--- src/shared/dal_pkg.sv ---
// constants, codes and types shared by the alu datapath files
package dal_pkg;
  localparam int unsigned WORD_W = 16;
  localparam int unsigned NUM_BANKS = 2;
  localparam int unsigned NUM_UREGS = 6;

  // unit register slots within one bank
  localparam logic [2:0] SLOT_XIN0 = 3'h0;
  localparam logic [2:0] SLOT_XIN1 = 3'h1;
  localparam logic [2:0] SLOT_YIN0 = 3'h2;
  localparam logic [2:0] SLOT_YIN1 = 3'h3;
  localparam logic [2:0] SLOT_FBK = 3'h4;
  localparam logic [2:0] SLOT_RES = 3'h5;

  // memory bus register select codes
  localparam logic [2:0] BUS_SEL_XIN0 = 3'h0;
  localparam logic [2:0] BUS_SEL_XIN1 = 3'h1;
  localparam logic [2:0] BUS_SEL_YIN0 = 3'h2;
  localparam logic [2:0] BUS_SEL_YIN1 = 3'h3;
  localparam logic [2:0] BUS_SEL_RES = 3'h4;

  // x operand source codes
  localparam logic [2:0] XSRC_XIN0 = 3'h0;
  localparam logic [2:0] XSRC_XIN1 = 3'h1;
  localparam logic [2:0] XSRC_RES = 3'h2;
  localparam logic [2:0] XSRC_MUL0 = 3'h3;
  localparam logic [2:0] XSRC_MUL1 = 3'h4;
  localparam logic [2:0] XSRC_MUL2 = 3'h5;
  localparam logic [2:0] XSRC_SHF0 = 3'h6;
  localparam logic [2:0] XSRC_SHF1 = 3'h7;

  // y operand source codes
  localparam logic [1:0] YSRC_YIN0 = 2'h0;
  localparam logic [1:0] YSRC_YIN1 = 2'h1;
  localparam logic [1:0] YSRC_FBK = 2'h2;

  // result destination codes
  localparam logic [1:0] DEST_NONE = 2'h0;
  localparam logic [1:0] DEST_RES = 2'h1;
  localparam logic [1:0] DEST_FBK = 2'h2;

  // arith status bit positions
  localparam int unsigned ST_ZERO = 0;
  localparam int unsigned ST_NEG = 1;
  localparam int unsigned ST_OVF = 2;
  localparam int unsigned ST_CARRY = 3;
  localparam int unsigned ST_XSIGN = 4;
  localparam int unsigned ST_QUOT = 5;
  localparam int unsigned ST_W = 6;
  localparam logic [5:0] ARITH_STATUS_RST = 6'h00;

  // mode status: bit 0 picks the register bank
  localparam int unsigned MODE_BANK_BIT = 0;
  localparam logic MODE_BANK_RST = 1'b0;

  // axi4-lite register byte offsets
  localparam logic [7:0] OFS_MODE_STATUS = 8'h00;
  localparam logic [7:0] OFS_ARITH_STATUS = 8'h04;
  localparam int unsigned AXI_ADDR_W = 8;
  localparam logic [1:0] RESP_OKAY = 2'h0;
  localparam logic [1:0] RESP_SLVERR = 2'h2;

  typedef enum logic [4:0] {
    OP_ADD    = 5'h00,
    OP_ADC    = 5'h01,
    OP_SUB_XY = 5'h02,
    OP_SBB_XY = 5'h03,
    OP_SUB_YX = 5'h04,
    OP_SBB_YX = 5'h05,
    OP_NEG_X  = 5'h06,
    OP_NEG_Y  = 5'h07,
    OP_INC_Y  = 5'h08,
    OP_DEC_Y  = 5'h09,
    OP_PASS_X = 5'h0a,
    OP_PASS_Y = 5'h0b,
    OP_CLR    = 5'h0c,
    OP_ABS_X  = 5'h0d,
    OP_AND    = 5'h0e,
    OP_OR     = 5'h0f,
    OP_XOR    = 5'h10,
    OP_NOT_X  = 5'h11,
    OP_NOT_Y  = 5'h12
  } dal_op_e;

  typedef logic [15:0] dal_word_t;
endpackage

--- src/logic/dal_alu_core.sv ---
// combinational function core: result and flags for one operation
`timescale 1ns/10ps
module dal_alu_core (
  // operands
  input wire logic [15:0] x_in,
  input wire logic [15:0] y_in,
  input wire logic carry_in,
  input wire dal_pkg::dal_op_e op_in,
  // result and flags
  output logic [15:0] r_out,
  output logic zero_out,
  output logic neg_out,
  output logic carry_out,
  output logic ovf_out,
  output logic xsign_out
);
  logic [15:0] add_a;
  logic [15:0] add_b;
  logic add_c;
  logic use_adder;
  logic [16:0] sum;
  logic [15:0] logic_r;

  // every arithmetic op is folded onto one adder a + b + c
  always_comb begin
    add_a = x_in;
    add_b = y_in;
    add_c = 1'b0;
    use_adder = 1'b1;
    logic_r = 16'h0000;
    case (op_in)
      dal_pkg::OP_ADD: begin
        add_c = 1'b0;
      end
      dal_pkg::OP_ADC: begin
        add_c = carry_in;
      end
      dal_pkg::OP_SUB_XY: begin
        add_b = ~y_in;
        add_c = 1'b1;
      end
      dal_pkg::OP_SBB_XY: begin
        // x - y + c - 1 equals x + ~y + c
        add_b = ~y_in;
        add_c = carry_in;
      end
      dal_pkg::OP_SUB_YX: begin
        add_a = y_in;
        add_b = ~x_in;
        add_c = 1'b1;
      end
      dal_pkg::OP_SBB_YX: begin
        add_a = y_in;
        add_b = ~x_in;
        add_c = carry_in;
      end
      dal_pkg::OP_NEG_X: begin
        add_a = 16'h0000;
        add_b = ~x_in;
        add_c = 1'b1;
      end
      dal_pkg::OP_NEG_Y: begin
        add_a = 16'h0000;
        add_b = ~y_in;
        add_c = 1'b1;
      end
      dal_pkg::OP_INC_Y: begin
        add_a = 16'h0000;
        add_c = 1'b1;
      end
      dal_pkg::OP_DEC_Y: begin
        add_a = 16'hffff;
      end
      dal_pkg::OP_PASS_X: begin
        add_b = 16'h0000;
      end
      dal_pkg::OP_PASS_Y: begin
        add_a = 16'h0000;
      end
      dal_pkg::OP_CLR: begin
        add_a = 16'h0000;
        add_b = 16'h0000;
      end
      dal_pkg::OP_ABS_X: begin
        // negative x goes through the negate path, positive passes
        add_a = 16'h0000;
        add_b = x_in[15] ? ~x_in : x_in;
        add_c = x_in[15];
      end
      dal_pkg::OP_AND: begin
        use_adder = 1'b0;
        logic_r = x_in & y_in;
      end
      dal_pkg::OP_OR: begin
        use_adder = 1'b0;
        logic_r = x_in | y_in;
      end
      dal_pkg::OP_XOR: begin
        use_adder = 1'b0;
        logic_r = x_in ^ y_in;
      end
      dal_pkg::OP_NOT_X: begin
        use_adder = 1'b0;
        logic_r = ~x_in;
      end
      dal_pkg::OP_NOT_Y: begin
        use_adder = 1'b0;
        logic_r = ~y_in;
      end
      default: begin
        use_adder = 1'b0;
      end
    endcase
  end

  assign sum = {1'b0, add_a} + {1'b0, add_b} + {16'h0000, add_c};
  assign r_out = use_adder ? sum[15:0] : logic_r;
  assign zero_out = (r_out == 16'h0000);
  assign neg_out = r_out[15];
  // logic ops clear carry and overflow
  assign carry_out = use_adder & sum[16];
  assign ovf_out = use_adder & (add_a[15] == add_b[15]) & (sum[15] != add_a[15]);
  assign xsign_out = x_in[15];
endmodule

--- src/logic/dal_alu_datapath.sv ---
// alu datapath top: banked unit registers, status, memory bus ports, axi4-lite
//
// How it works
// - sixteen-bit operands x, y and result r
// - carry-in comes from stored carry flag
// - six flags: zero, negative, carry, overflow, sign, quotient
// - flags latched into status at cycle end
// - x from own registers or result bus
// - x registers on data bus; program bus via exchange
// - x file feeds alu and data bus together
// - y from own registers or feedback register
// - y registers data bus read/write, program bus write
// - y file feeds alu and data bus together
// - result goes to feedback, result, or nowhere
// - result register drives buses, loads from data bus
// - read old value, write at cycle end
// - two full register banks, one active
// - mode bit zero picks primary or alternate
// - add, and add with carry
// - both subtractions, each with borrow form
// - negate either, increment and decrement y
// - pass x, pass y, clear, absolute x
// - and, or, xor, invert x or y
// - x also takes multiplier and shifter words
// - carry-in is the carry last latched by an operation or an axi write to arith status
// - overflow by twos-complement sign rules
// - carry is unsigned carry out of msb
`timescale 1ns/10ps
module dal_alu_datapath (
  // clock and reset
  input wire logic CLOCK,
  input wire logic SRST,
  // instruction from the sequencer
  input wire logic OP_VALID,
  input wire dal_pkg::dal_op_e OP_CODE,
  input wire logic [2:0] X_SEL,
  input wire logic [1:0] Y_SEL,
  input wire logic [1:0] DEST_SEL,
  // other units' result words on the result bus
  input wire logic [15:0] MULT_RESULT_WORD0,
  input wire logic [15:0] MULT_RESULT_WORD1,
  input wire logic [15:0] MULT_RESULT_WORD2,
  input wire logic [15:0] SHIFT_RESULT_WORD0,
  input wire logic [15:0] SHIFT_RESULT_WORD1,
  output logic [15:0] RESULT_BUS_OUT,
  // data memory bus
  input wire logic DBUS_WR_EN,
  input wire logic [2:0] DBUS_WR_SEL,
  input wire logic [15:0] DBUS_WR_DATA,
  input wire logic DBUS_RD_EN,
  input wire logic [2:0] DBUS_RD_SEL,
  output logic [15:0] DBUS_RD_DATA,
  // program memory bus, writes only
  input wire logic PBUS_WR_EN,
  input wire logic PBUS_WR_SEL,
  input wire logic [15:0] PBUS_WR_DATA,
  // flags
  output logic ZERO_FLAG,
  output logic NEGATIVE_FLAG,
  output logic CARRY_FLAG,
  output logic OVERFLOW_FLAG,
  output logic X_SIGN_FLAG,
  output logic QUOTIENT_FLAG,
  output logic BANK_SEL,
  // axi4-lite slave
  input wire logic [7:0] S_AXI_AWADDR,
  input wire logic S_AXI_AWVALID,
  output logic S_AXI_AWREADY,
  input wire logic [31:0] S_AXI_WDATA,
  input wire logic [3:0] S_AXI_WSTRB,
  input wire logic S_AXI_WVALID,
  output logic S_AXI_WREADY,
  output logic [1:0] S_AXI_BRESP,
  output logic S_AXI_BVALID,
  input wire logic S_AXI_BREADY,
  input wire logic [7:0] S_AXI_ARADDR,
  input wire logic S_AXI_ARVALID,
  output logic S_AXI_ARREADY,
  output logic [31:0] S_AXI_RDATA,
  output logic [1:0] S_AXI_RRESP,
  output logic S_AXI_RVALID,
  input wire logic S_AXI_RREADY
);
  typedef struct packed {
    logic [1:0][5:0][15:0] uregs;
    logic [5:0] arith_status;
    logic mode_bank;
    logic [15:0] dmd_rd_data;
    logic aw_got;
    logic [7:0] aw_addr;
    logic w_got;
    logic [31:0] w_data;
    logic [3:0] w_strb;
    logic bvalid;
    logic [1:0] bresp;
    logic rvalid;
    logic [1:0] rresp;
    logic [31:0] rdata;
  } dal_state_s;

  dal_state_s st_r;
  dal_state_s st_nxt;

  logic [15:0] x_opnd;
  logic [15:0] y_opnd;
  logic [15:0] alu_r;
  logic f_zero;
  logic f_neg;
  logic f_carry;
  logic f_ovf;
  logic f_xsign;
  logic bank;
  logic [5:0][15:0] cur;

  // maps a memory bus select code to a slot; flags codes with no register
  function automatic logic [3:0] bus_slot(input logic [2:0] sel);
    logic [3:0] res;
    res = {1'b0, dal_pkg::SLOT_XIN0};
    if (sel == dal_pkg::BUS_SEL_XIN0) begin
      res = {1'b1, dal_pkg::SLOT_XIN0};
    end else if (sel == dal_pkg::BUS_SEL_XIN1) begin
      res = {1'b1, dal_pkg::SLOT_XIN1};
    end else if (sel == dal_pkg::BUS_SEL_YIN0) begin
      res = {1'b1, dal_pkg::SLOT_YIN0};
    end else if (sel == dal_pkg::BUS_SEL_YIN1) begin
      res = {1'b1, dal_pkg::SLOT_YIN1};
    end else if (sel == dal_pkg::BUS_SEL_RES) begin
      res = {1'b1, dal_pkg::SLOT_RES};
    end
    return res;
  endfunction

  // only the bank named by the mode bit is read or written, except that reset clears both
  assign bank = st_r.mode_bank;
  assign cur = st_r.uregs[bank];

  // x port: own file, result register, multiplier and shifter words
  always_comb begin
    case (X_SEL)
      dal_pkg::XSRC_XIN0: begin
        x_opnd = cur[dal_pkg::SLOT_XIN0];
      end
      dal_pkg::XSRC_XIN1: begin
        x_opnd = cur[dal_pkg::SLOT_XIN1];
      end
      dal_pkg::XSRC_RES: begin
        x_opnd = cur[dal_pkg::SLOT_RES];
      end
      dal_pkg::XSRC_MUL0: begin
        x_opnd = MULT_RESULT_WORD0;
      end
      dal_pkg::XSRC_MUL1: begin
        x_opnd = MULT_RESULT_WORD1;
      end
      dal_pkg::XSRC_MUL2: begin
        x_opnd = MULT_RESULT_WORD2;
      end
      dal_pkg::XSRC_SHF0: begin
        x_opnd = SHIFT_RESULT_WORD0;
      end
      default: begin
        x_opnd = SHIFT_RESULT_WORD1;
      end
    endcase
  end

  // y port: own file or feedback; unused code reads as feedback
  always_comb begin
    case (Y_SEL)
      dal_pkg::YSRC_YIN0: begin
        y_opnd = cur[dal_pkg::SLOT_YIN0];
      end
      dal_pkg::YSRC_YIN1: begin
        y_opnd = cur[dal_pkg::SLOT_YIN1];
      end
      default: begin
        y_opnd = cur[dal_pkg::SLOT_FBK];
      end
    endcase
  end

  dal_alu_core u_core (
    .x_in(x_opnd),
    .y_in(y_opnd),
    .carry_in(st_r.arith_status[dal_pkg::ST_CARRY]),
    .op_in(OP_CODE),
    .r_out(alu_r),
    .zero_out(f_zero),
    .neg_out(f_neg),
    .carry_out(f_carry),
    .ovf_out(f_ovf),
    .xsign_out(f_xsign)
  );

  always_comb begin
    logic [3:0] wslot;
    logic [3:0] rslot;
    logic [7:0] ra;
    logic aw_now;
    logic w_now;
    wslot = bus_slot(DBUS_WR_SEL);
    rslot = bus_slot(DBUS_RD_SEL);
    ra = S_AXI_ARADDR;
    aw_now = 1'b0;
    w_now = 1'b0;
    st_nxt = st_r;

    // bus writes land at the cycle end; operand reads used the old value
    if (DBUS_WR_EN && wslot[3]) begin
      st_nxt.uregs[bank][wslot[2:0]] = DBUS_WR_DATA;
    end
    if (PBUS_WR_EN) begin
      if (PBUS_WR_SEL) begin
        st_nxt.uregs[bank][dal_pkg::SLOT_YIN1] = PBUS_WR_DATA;
      end else begin
        st_nxt.uregs[bank][dal_pkg::SLOT_YIN0] = PBUS_WR_DATA;
      end
    end

    // a program bus read is served by the exchange unit through this port
    if (DBUS_RD_EN) begin
      if (rslot[3]) begin
        st_nxt.dmd_rd_data = cur[rslot[2:0]];
      end else begin
        st_nxt.dmd_rd_data = 16'h0000;
      end
    end

    // axi write channel: address and data may arrive in either order
    if (S_AXI_AWVALID && !st_r.aw_got && !st_r.bvalid) begin
      st_nxt.aw_got = 1'b1;
      st_nxt.aw_addr = S_AXI_AWADDR;
    end
    if (S_AXI_WVALID && !st_r.w_got && !st_r.bvalid) begin
      st_nxt.w_got = 1'b1;
      st_nxt.w_data = S_AXI_WDATA;
      st_nxt.w_strb = S_AXI_WSTRB;
    end
    aw_now = st_r.aw_got;
    w_now = st_r.w_got;
    if (aw_now && w_now && !st_r.bvalid) begin
      st_nxt.aw_got = 1'b0;
      st_nxt.w_got = 1'b0;
      st_nxt.bvalid = 1'b1;
      st_nxt.bresp = dal_pkg::RESP_OKAY;
      if (st_r.aw_addr[7:2] == dal_pkg::OFS_MODE_STATUS[7:2]) begin
        if (st_r.w_strb[0]) begin
          st_nxt.mode_bank = st_r.w_data[dal_pkg::MODE_BANK_BIT];
        end
      end else if (st_r.aw_addr[7:2] == dal_pkg::OFS_ARITH_STATUS[7:2]) begin
        if (st_r.w_strb[0]) begin
          st_nxt.arith_status = st_r.w_data[dal_pkg::ST_W-1:0];
        end
      end else begin
        st_nxt.bresp = dal_pkg::RESP_SLVERR;
      end
    end
    if (st_r.bvalid && S_AXI_BREADY) begin
      st_nxt.bvalid = 1'b0;
    end

    // axi read channel: one read outstanding, answered the next cycle
    if (S_AXI_ARVALID && !st_r.rvalid) begin
      st_nxt.rvalid = 1'b1;
      st_nxt.rresp = dal_pkg::RESP_OKAY;
      st_nxt.rdata = 32'h00000000;
      if (ra[7:2] == dal_pkg::OFS_MODE_STATUS[7:2]) begin
        st_nxt.rdata[dal_pkg::MODE_BANK_BIT] = st_r.mode_bank;
      end else if (ra[7:2] == dal_pkg::OFS_ARITH_STATUS[7:2]) begin
        st_nxt.rdata[dal_pkg::ST_W-1:0] = st_r.arith_status;
      end else begin
        st_nxt.rresp = dal_pkg::RESP_SLVERR;
      end
    end else if (st_r.rvalid && S_AXI_RREADY) begin
      st_nxt.rvalid = 1'b0;
    end

    // the operation comes after the bus and axi writes so its result and flags win over them; only reset follows
    if (OP_VALID) begin
      if (DEST_SEL == dal_pkg::DEST_RES) begin
        st_nxt.uregs[bank][dal_pkg::SLOT_RES] = alu_r;
      end else if (DEST_SEL == dal_pkg::DEST_FBK) begin
        st_nxt.uregs[bank][dal_pkg::SLOT_FBK] = alu_r;
      end
      // flags latch even when the result is discarded
      st_nxt.arith_status[dal_pkg::ST_ZERO] = f_zero;
      st_nxt.arith_status[dal_pkg::ST_NEG] = f_neg;
      st_nxt.arith_status[dal_pkg::ST_CARRY] = f_carry;
      st_nxt.arith_status[dal_pkg::ST_OVF] = f_ovf;
      st_nxt.arith_status[dal_pkg::ST_XSIGN] = f_xsign;
      // quotient flag holds on an operation; only an axi write to arith status or reset moves it here
      st_nxt.arith_status[dal_pkg::ST_QUOT] = st_r.arith_status[dal_pkg::ST_QUOT];
    end

    if (SRST) begin
      st_nxt = '0;
      st_nxt.arith_status = dal_pkg::ARITH_STATUS_RST;
      st_nxt.mode_bank = dal_pkg::MODE_BANK_RST;
    end
  end

  always_ff @(posedge CLOCK) begin
    st_r <= st_nxt;
  end

  // handshake outputs are combinational from state
  assign S_AXI_AWREADY = !st_r.aw_got && !st_r.bvalid;
  assign S_AXI_WREADY = !st_r.w_got && !st_r.bvalid;
  assign S_AXI_ARREADY = !st_r.rvalid;
  assign S_AXI_BVALID = st_r.bvalid;
  assign S_AXI_BRESP = st_r.bresp;
  assign S_AXI_RVALID = st_r.rvalid;
  assign S_AXI_RRESP = st_r.rresp;
  assign S_AXI_RDATA = st_r.rdata;

  assign RESULT_BUS_OUT = cur[dal_pkg::SLOT_RES];
  assign DBUS_RD_DATA = st_r.dmd_rd_data;
  assign ZERO_FLAG = st_r.arith_status[dal_pkg::ST_ZERO];
  assign NEGATIVE_FLAG = st_r.arith_status[dal_pkg::ST_NEG];
  assign CARRY_FLAG = st_r.arith_status[dal_pkg::ST_CARRY];
  assign OVERFLOW_FLAG = st_r.arith_status[dal_pkg::ST_OVF];
  assign X_SIGN_FLAG = st_r.arith_status[dal_pkg::ST_XSIGN];
  assign QUOTIENT_FLAG = st_r.arith_status[dal_pkg::ST_QUOT];
  assign BANK_SEL = st_r.mode_bank;
endmodule

--- config.mk ---
export PLATFORM = sky130hd
export DESIGN_NAME = dal_alu_datapath
export DESIGN_NICKNAME = d
export VERILOG_FILES = /design/src/shared/dal_pkg.sv /design/src/logic/dal_alu_core.sv /design/src/logic/dal_alu_datapath.sv
export SDC_FILE = /design/constraint.sdc
export NUM_CORES = 1
export LEC_CHECK = 0
export ABC_CLOCK_PERIOD_IN_PS = 9700
export BUFFER_PORTS_ARGS = -buffer_cell sky130_fd_sc_hd__buf_2
export CAP_MARGIN = 20
export CORE_ASPECT_RATIO = 1.2
export CORE_MARGIN = 4
export CORE_UTILIZATION = 55
export CTS_CLUSTER_SIZE = 25
export DETAILED_ROUTE_END_ITERATION = 12
export PLACE_DENSITY = 0.78
export SETUP_SLACK_MARGIN = 0.05
export SKIP_CTS_REPAIR_TIMING = 1
export SLEW_MARGIN = 20
export SYNTH_ARGS = -nofsm -noshare
export SYNTH_HDL_FRONTEND = slang
export SYNTH_SLANG_ARGS = --single-unit
--- constraint.sdc ---
create_clock -name CLOCK -period 9.7 [get_ports CLOCK]
set_input_delay 0.485 -clock CLOCK [delete_from_list [all_inputs] [get_ports CLOCK]]
set_output_delay 0.485 -clock CLOCK [all_outputs]
set_load 0.005 [all_outputs]
; ---- Word level (Yosys, flattened, before mapping)
; Index checks and enable logic that the tools add are counted.
; Widths: inputs -> output; s select.
[totals]
ff_bits = 244
latchBits = 0
ramBits = 0
romBits = 0
input_bits = 194
out_inout_bits = 80
word_cells = 188
memories = 0
[op_classes]
add_sub_neg = 2
multipliers = 0
div_mod_pow = 0
n_lt_le_gt_ge = 5
n_eq_ne = 40
shift = 0
muxes = 62
n_bitwise = 10
n_reduce_logical = 43
[op_table]
columns = operator, count
row1 = $bwmux 192, 5
row2 = $mux 192, 5
row3 = $demux 96 s1, 5
row4 = $mux 96, 4
row5 = $mux 198, 1
row6 = $pmux 16 s7, 1
row7 = $mux 16, 5
row8 = $mux 80, 1
row9 = $pmux 16 s5, 1
row10 = $mux 64, 1
row11 = $pmux 16 s4, 1
row12 = $bmux 16 s3, 1
row13 = $demux 16 s3, 1
row14 = $mux 48, 1
row15 = $pmux 16 s3, 1
row16 = $eq 5x4->1 const B, 8
row17 = $mux 4, 10
row18 = $not 16->16, 2
row19 = $pmux 16 s2, 1
row20 = $mux 6, 4
row21 = $eq 5x3->1 const B, 4
row22 = $eq 3x2->1 const B, 6
row23 = $add 16x16->17, 1
row24 = $add 17x1->17, 1
row25 = 41 further kinds, 91

; ---- Longest topological paths before layout
[depth]
ltp_word = 21
depth_mapped = 23
mapped_depth_nobuf = 21

; ---- Modules after synthesis
; A second synthesis with hierarchy kept.
[hier_totals]
cells_unflattened = 1946
hier_area_um2 = 16200.5
[by_module_without_submodules]
columns = mod, instances, cells_per_inst, area_each_um2, seq_area_each_um2
row1 = dal_alu_datapath, 1, 1499, 13275.2, 4804.6
row2 = dal_alu_core, 1, 447, 2925.3, 0.0

; ---- Worst setup path after synthesis
; Ideal clock, no wire load.
[synth_path]
path_kind = reg2reg
from = register st_r, in the netlist BANK_SEL
to = register st_r, in the netlist ZERO_FLAG
setup_time_ns = 0.116
t_arrival_ns = 4.735
required_time_ns = 9.584
setup_slack_ns = 4.848
stages_incl_launch_ff = 23
n_path_buf = 1
period_less_slack_ns = 4.852
path_cell_list = dfxtp_1 -> buf_6 -> mux2_1 -> mux4_2 -> nand2_1 -> o21ai_2 -> a21oi_4 -> inv_2 -> nor4_4 -> nand2_1 -> nand3_1 -> a21oi_1 -> fa_1 -> fa_1 -> nand2b_1 -> a21oi_1 -> o41ai_1 -> o21ai_0 -> nand2_1 -> nor4b_1 -> a211oi_2 -> and3_1 -> a41o_1
[synth_via]
elab_chain_cells = 11
elab_cells_between_ends = 19
classes_between = add/sub: 2 / mux: 11 / bitwise: 5 / reduce/logical: 1
[synth_rtl]
columns = item, line_no
row1 = "start, declared", dal_alu_datapath.sv:101  ; dal_state_s st_r;
row2 = "start signal, assigned", dal_alu_datapath.sv:303  ; st_r <= st_nxt;
row3 = $mux 96 (implied by the code) (*) (2 in series), dal_alu_datapath.sv:135  ; assign cur = st_r.uregs[bank];
row4 = $pmux 16 s7, dal_alu_datapath.sv:139  ; case (X_SEL)
row5 = $not 16->16, --
row6 = $mux 16, dal_alu_core.sv:87  ; add_b = x_in[15] ? ~x_in : x_in;
row7 = $pmux 16 s4, dal_alu_core.sv:31  ; case (op_in)
row8 = $add 16x16->17, dal_alu_core.sv:116  ; assign sum = {1'b0, add_a} + {1'b0, add_b} + {16'h0000, add_c};
row9 = $add 17x1->17, dal_alu_core.sv:116
row10 = $mux 16 (*), dal_alu_core.sv:117  ; assign r_out = use_adder ? sum[15:0] : logic_r;
row11 = $logic_not 16->1 (*), dal_alu_core.sv:118  ; assign zero_out = (r_out == 16'h0000);
row12 = $mux 198 (*), dal_alu_datapath.sv:279  ; if (OP_VALID) begin
; Every way passes the cells marked *; elsewhere a longest branch is shown, timed or not. The select of a mux whose other input is x is not followed.
; A chain may end at the register's enable or synchronous reset.

; ---- Worst setup path after layout
[layout_path]
from = register st_r, in the netlist BANK_SEL
to = register st_r[201] (netlist bit)
[layout_via]
elab_chain_cells = 13
elab_cells_between_ends = 38
classes_between = add/sub: 2 / order compare: 2 / mux: 28 / bitwise: 5 / reduce/logical: 1
[layout_rtl]
columns = item, line_no
row1 = "$mux 96 (implied by the code), or another cell as far along", dal_alu_datapath.sv:135
row2 = $mux 96 (implied by the code) / $logic_and 1x1->1 (equally long branches), "dal_alu_datapath.sv:135, dal_alu_datapath.sv:210, dal_alu_datapath.sv:281"
row3 = $pmux 16 s7 / $mux 96 (equally long branches), "dal_alu_datapath.sv:139, dal_alu_datapath.sv:210"
row4 = $not 16->16 / $demux 96 s1 (equally long branches), --
row5 = $mux 16 / $bwmux 192 (equally long branches), "dal_alu_core.sv:87, dal_alu_datapath.sv:210"
row6 = $pmux 16 s4 / $mux 192 (equally long branches), "dal_alu_core.sv:31, dal_alu_datapath.sv:209"
row7 = "$add 16x16->17, or another cell as far along", dal_alu_core.sv:116
row8 = $add 17x1->17 / $mux 192 (equally long branches), "dal_alu_core.sv:116, dal_alu_datapath.sv:213"
row9 = $mux 16 / $mux 192 (equally long branches), "dal_alu_core.sv:117, dal_alu_datapath.sv:212"
row10 = $bwmux 192, dal_alu_datapath.sv:283  ; st_nxt.uregs[bank][dal_pkg::SLOT_FBK] = alu_r;
row11 = $mux 192, dal_alu_datapath.sv:282  ; end else if (DEST_SEL == dal_pkg::DEST_FBK) begin
row12 = $mux 192, dal_alu_datapath.sv:280  ; if (DEST_SEL == dal_pkg::DEST_RES) begin
row13 = $mux 198 (*), dal_alu_datapath.sv:279
; Marked as above.

==> flow_summary.yaml <==
run_status:
  outcome: "finished, final reports clean"
pwr:
  powerDensity_nw_per_um2: 150.9
  power_mw: 2.712
  ir_worst_vdd_mv: 0.1423
  leakagePower_nw: 7.104
die:
  fp.dieH_um: 196.0
  num_rows: 68
  die_w_um: 164.6
  initial_core_util_pct: 55.97
  coreArea_sq_um: 28930
  dieArea_sq_um: 32260
  io_pins: 274
timing:
  period_needed_ns: 6.435
  finalSetupViolCount: 0
  slew_headroom_pct: 26.74
  worstMarginPinSlew_ns: 1.098
  finalCritPeriodShare_pct: 66.34
  setup_tns_ns: 0
  rsz0062_at_grt: "no"
  fmax_ghz: 0.1554
  clock_skew_ns: 0.02329
  final_hold_viol_count: 0
  drv_slew: 0
synthesis:
  synthCells: 1912
  synth_edf_count: 0
  syn_area_per_cell_sq_um: 8.469
  ys_types: 90
  synth_ff_type: "dfxtp_1"
  synth_area_leader_cell: "dfxtp_1"
  yosysSeqAreaShare_pct: 29.67
  yosysWarnings: 0
  synth_top_area_share_pct: 29.67
  syn-cell-area_sq_um: 16190
  synthTopCellsByArea: "dfxtp_1 30%, mux2i_1 8.0%, mux4_2 7.4%"
  async_flop_share_pct: 0
  synth_common_cells: "252 x nand2_1, 240 x dfxtp_1, 224 x nor2_1, 145 x a21oi_1, 138 x a211oi_1"
  yosys_register_bits: 240
  yosysMostFrequentCell: "nand2_1"
clock_network:
  cts_tree: "done"
  cts_htree_levels: 1
  clockRootBuffer: "clkbuf_16"
  cts.sinks: 240
  cts.clk_slew.worst_paths_ns: 0.07
  max-clock-path-buffers: 3
  cts_buffers: 27
  clock_latency_ns: 0.56
setup_path:
  cp.arrival_ns: 6.83
  timing.rr.end: "st_r[201]"
  r2r_start: "BANK_SEL"
  cpMostUsedCell: "o21ai_0"
  cp_slowest_cell: "dfxtp_4"
  cp-end-kind: "flip-flop"
  crit_required_ns: 10.10
  cp_cell_sequence: "buf_4, buf_4, mux2_2, a22oi_1, nor2_1, o32ai_2, inv_1, nor2_1, o21ai_0, ha_1, o21ai_0, a21oi_1, o41ai_1, o21ai_0, nand2_1, a21oi_1, and4_1, nor3_1, a211oi_1"
  crit_path_max_fanout: 41
  path_class: "reg -> reg"
  crit_end: "st_r[201]"
  r2r_cells: 19
  setup.worst_path.start: "BANK_SEL"
  critPathMaxStageDelay_ns: 0.72
  worstSetupStartpointType: "flip-flop"
  worst-r2r-setup-slack_ns: 3.26
global_routing:
  antenna_found_initial: 3
  grtUsageMet3_pct: 6.766
  gr-usage-all-layers_pct: 33.39
  grt_start_max_net_pins: 130
  met2_usage_pct: 53.40
  grt_pass1_vias: 14881
  grtUsageMet1_pct: 41.20
  gr-total-overflow: 0
  grt_busiest_layer: "met2"
  grt_pass1_wl_um: 85420
finish:
  area_growth_syn_to_layout_pct: 10.97
  nets: 2247
  final_cell_area_sq_um: 17970
  drive_above_1_share_pct: 22.96
routing:
  drc: 0
  final_antenna_net_count: 0
  wl_um: 55890
  first_pass_iters: 6
  first_iter_violations: 2076
  via_per_inst: 6.459
  route.vias.total: 15573
  routedWlPerCell_um: 23.18
min_path:
  hp-class: "in -> reg"
  worstHoldPathCells: 2
placed_design:
  post_dp_cell_area_sq_um: 17000
  gp_congestion: 0.9655
  portBuffers: 212
  dp_hpwl_um: 39230
run:
  cap_violations: 0
==> critical path: cells and delay by family (launching register included) <==
family | cells | cell delay [ns]
fa+ha+maj | 1 | 0.38
buf+inv | 3 | 1.27
compound gates | 9 | 2.14
mux | 1 | 0.46
simple gates | 5 | 1.25
flops | 1 | 0.72
==> power by group <==
| part | internal (mW) | switching (mW) | leakage [nW] |
|---|---|---|---|
| clock network | 0.652 | 0.443 | 0.481 |
| registers | 1.02 | 0.0208 | 1.95 |
| logic | 0.215 | 0.364 | 4.67 |
| total | 1.88 | 0.828 | 7.10 |
==> layout make-up <==
cell class                      count  area [sq um]
Antenna cell                        1         2.502
Multi-Input combinational cell   1440         10210
Sequential cell                   240          4808
Timing Repair Buffer              245          1319
Clock inverter                     14         181.4
Clock buffer                       36         780.7
Tap cell                          385         481.7
Fill cell                        2481         10960
Inverter                           50         188.9
==> stage by stage <==
stage | util [%] | worst slack, ns | hold slack [ns] | std cells
floorplan | - | 4.848 | 0.4313 | 1939
global placement | 58.77 | 3.306 | 0.4395 | 2360
detailed placement | 58.77 | 3.155 | 0.4478 | 2360
CTS | 62.09 | 3.380 | 0.08891 | 2410
global route | 62.12 | 2.834 | 0.1074 | 2411
finish | 62.12 | 3.265 | 0.1055 | 2411
==> cell families (layout without fill, tap and decap cells) <==
group	count (synthesis)	count (layout)	share of synthesized area, %
xor+xnor	7	7	0.3786
fa+ha+maj	49	49	3.879
flops	240	240	29.67
buf+inv	259	345	8.199
compound gates	464	464	19.40
simple gates	631	631	17.36
mux	261	261	21.09
other cells	1	29	0.02316
==> worst min-delay path by stage <==
stage | startpoint | endpoint | slack, ns
floorplan | st_r[47] | QUOTIENT_FLAG | 0.43
global placement | flip-flop | flip-flop | 0.44
detailed placement | flip-flop | flip-flop | 0.45
CTS | S_AXI_RREADY | S_AXI_RVALID | 0.09
global route | S_AXI_RREADY | S_AXI_RVALID | 0.11
finish | S_AXI_RREADY | S_AXI_RVALID | 0.11
==> layout by cell type (no fill, tap or decap), types with 18 or more instances in the layout <==
| cell | n |
|---|---|
| nand2_1 | 252 |
| mux2_2 | 67 |
| nor2_1 | 223 |
| a221oi_1 | 18 |
| buf_2 | 211 |
| mux4_2 | 53 |
| ha_1 | 47 |
| nand3_1 | 22 |
| buf_4 | 32 |
| dfxtp_1 | 239 |
| nor3_1 | 23 |
| a211oi_1 | 138 |
| o21ai_0 | 40 |
| o211ai_1 | 19 |
| mux2i_1 | 130 |
| inv_1 | 45 |
| clkbuf_16 | 28 |
| a21oi_1 | 145 |
| conb_1 | 28 |
| nor2b_1 | 27 |
==> routing by layer <==
metal / routed length (um) / vias up
met3: 5568 / 239
met5: 27 / -
met1: 20620 / 7353
li1: - / 7009
met4: 4181 / 4
met2: 25490 / 968
Power figures use the tool's default switching activity.
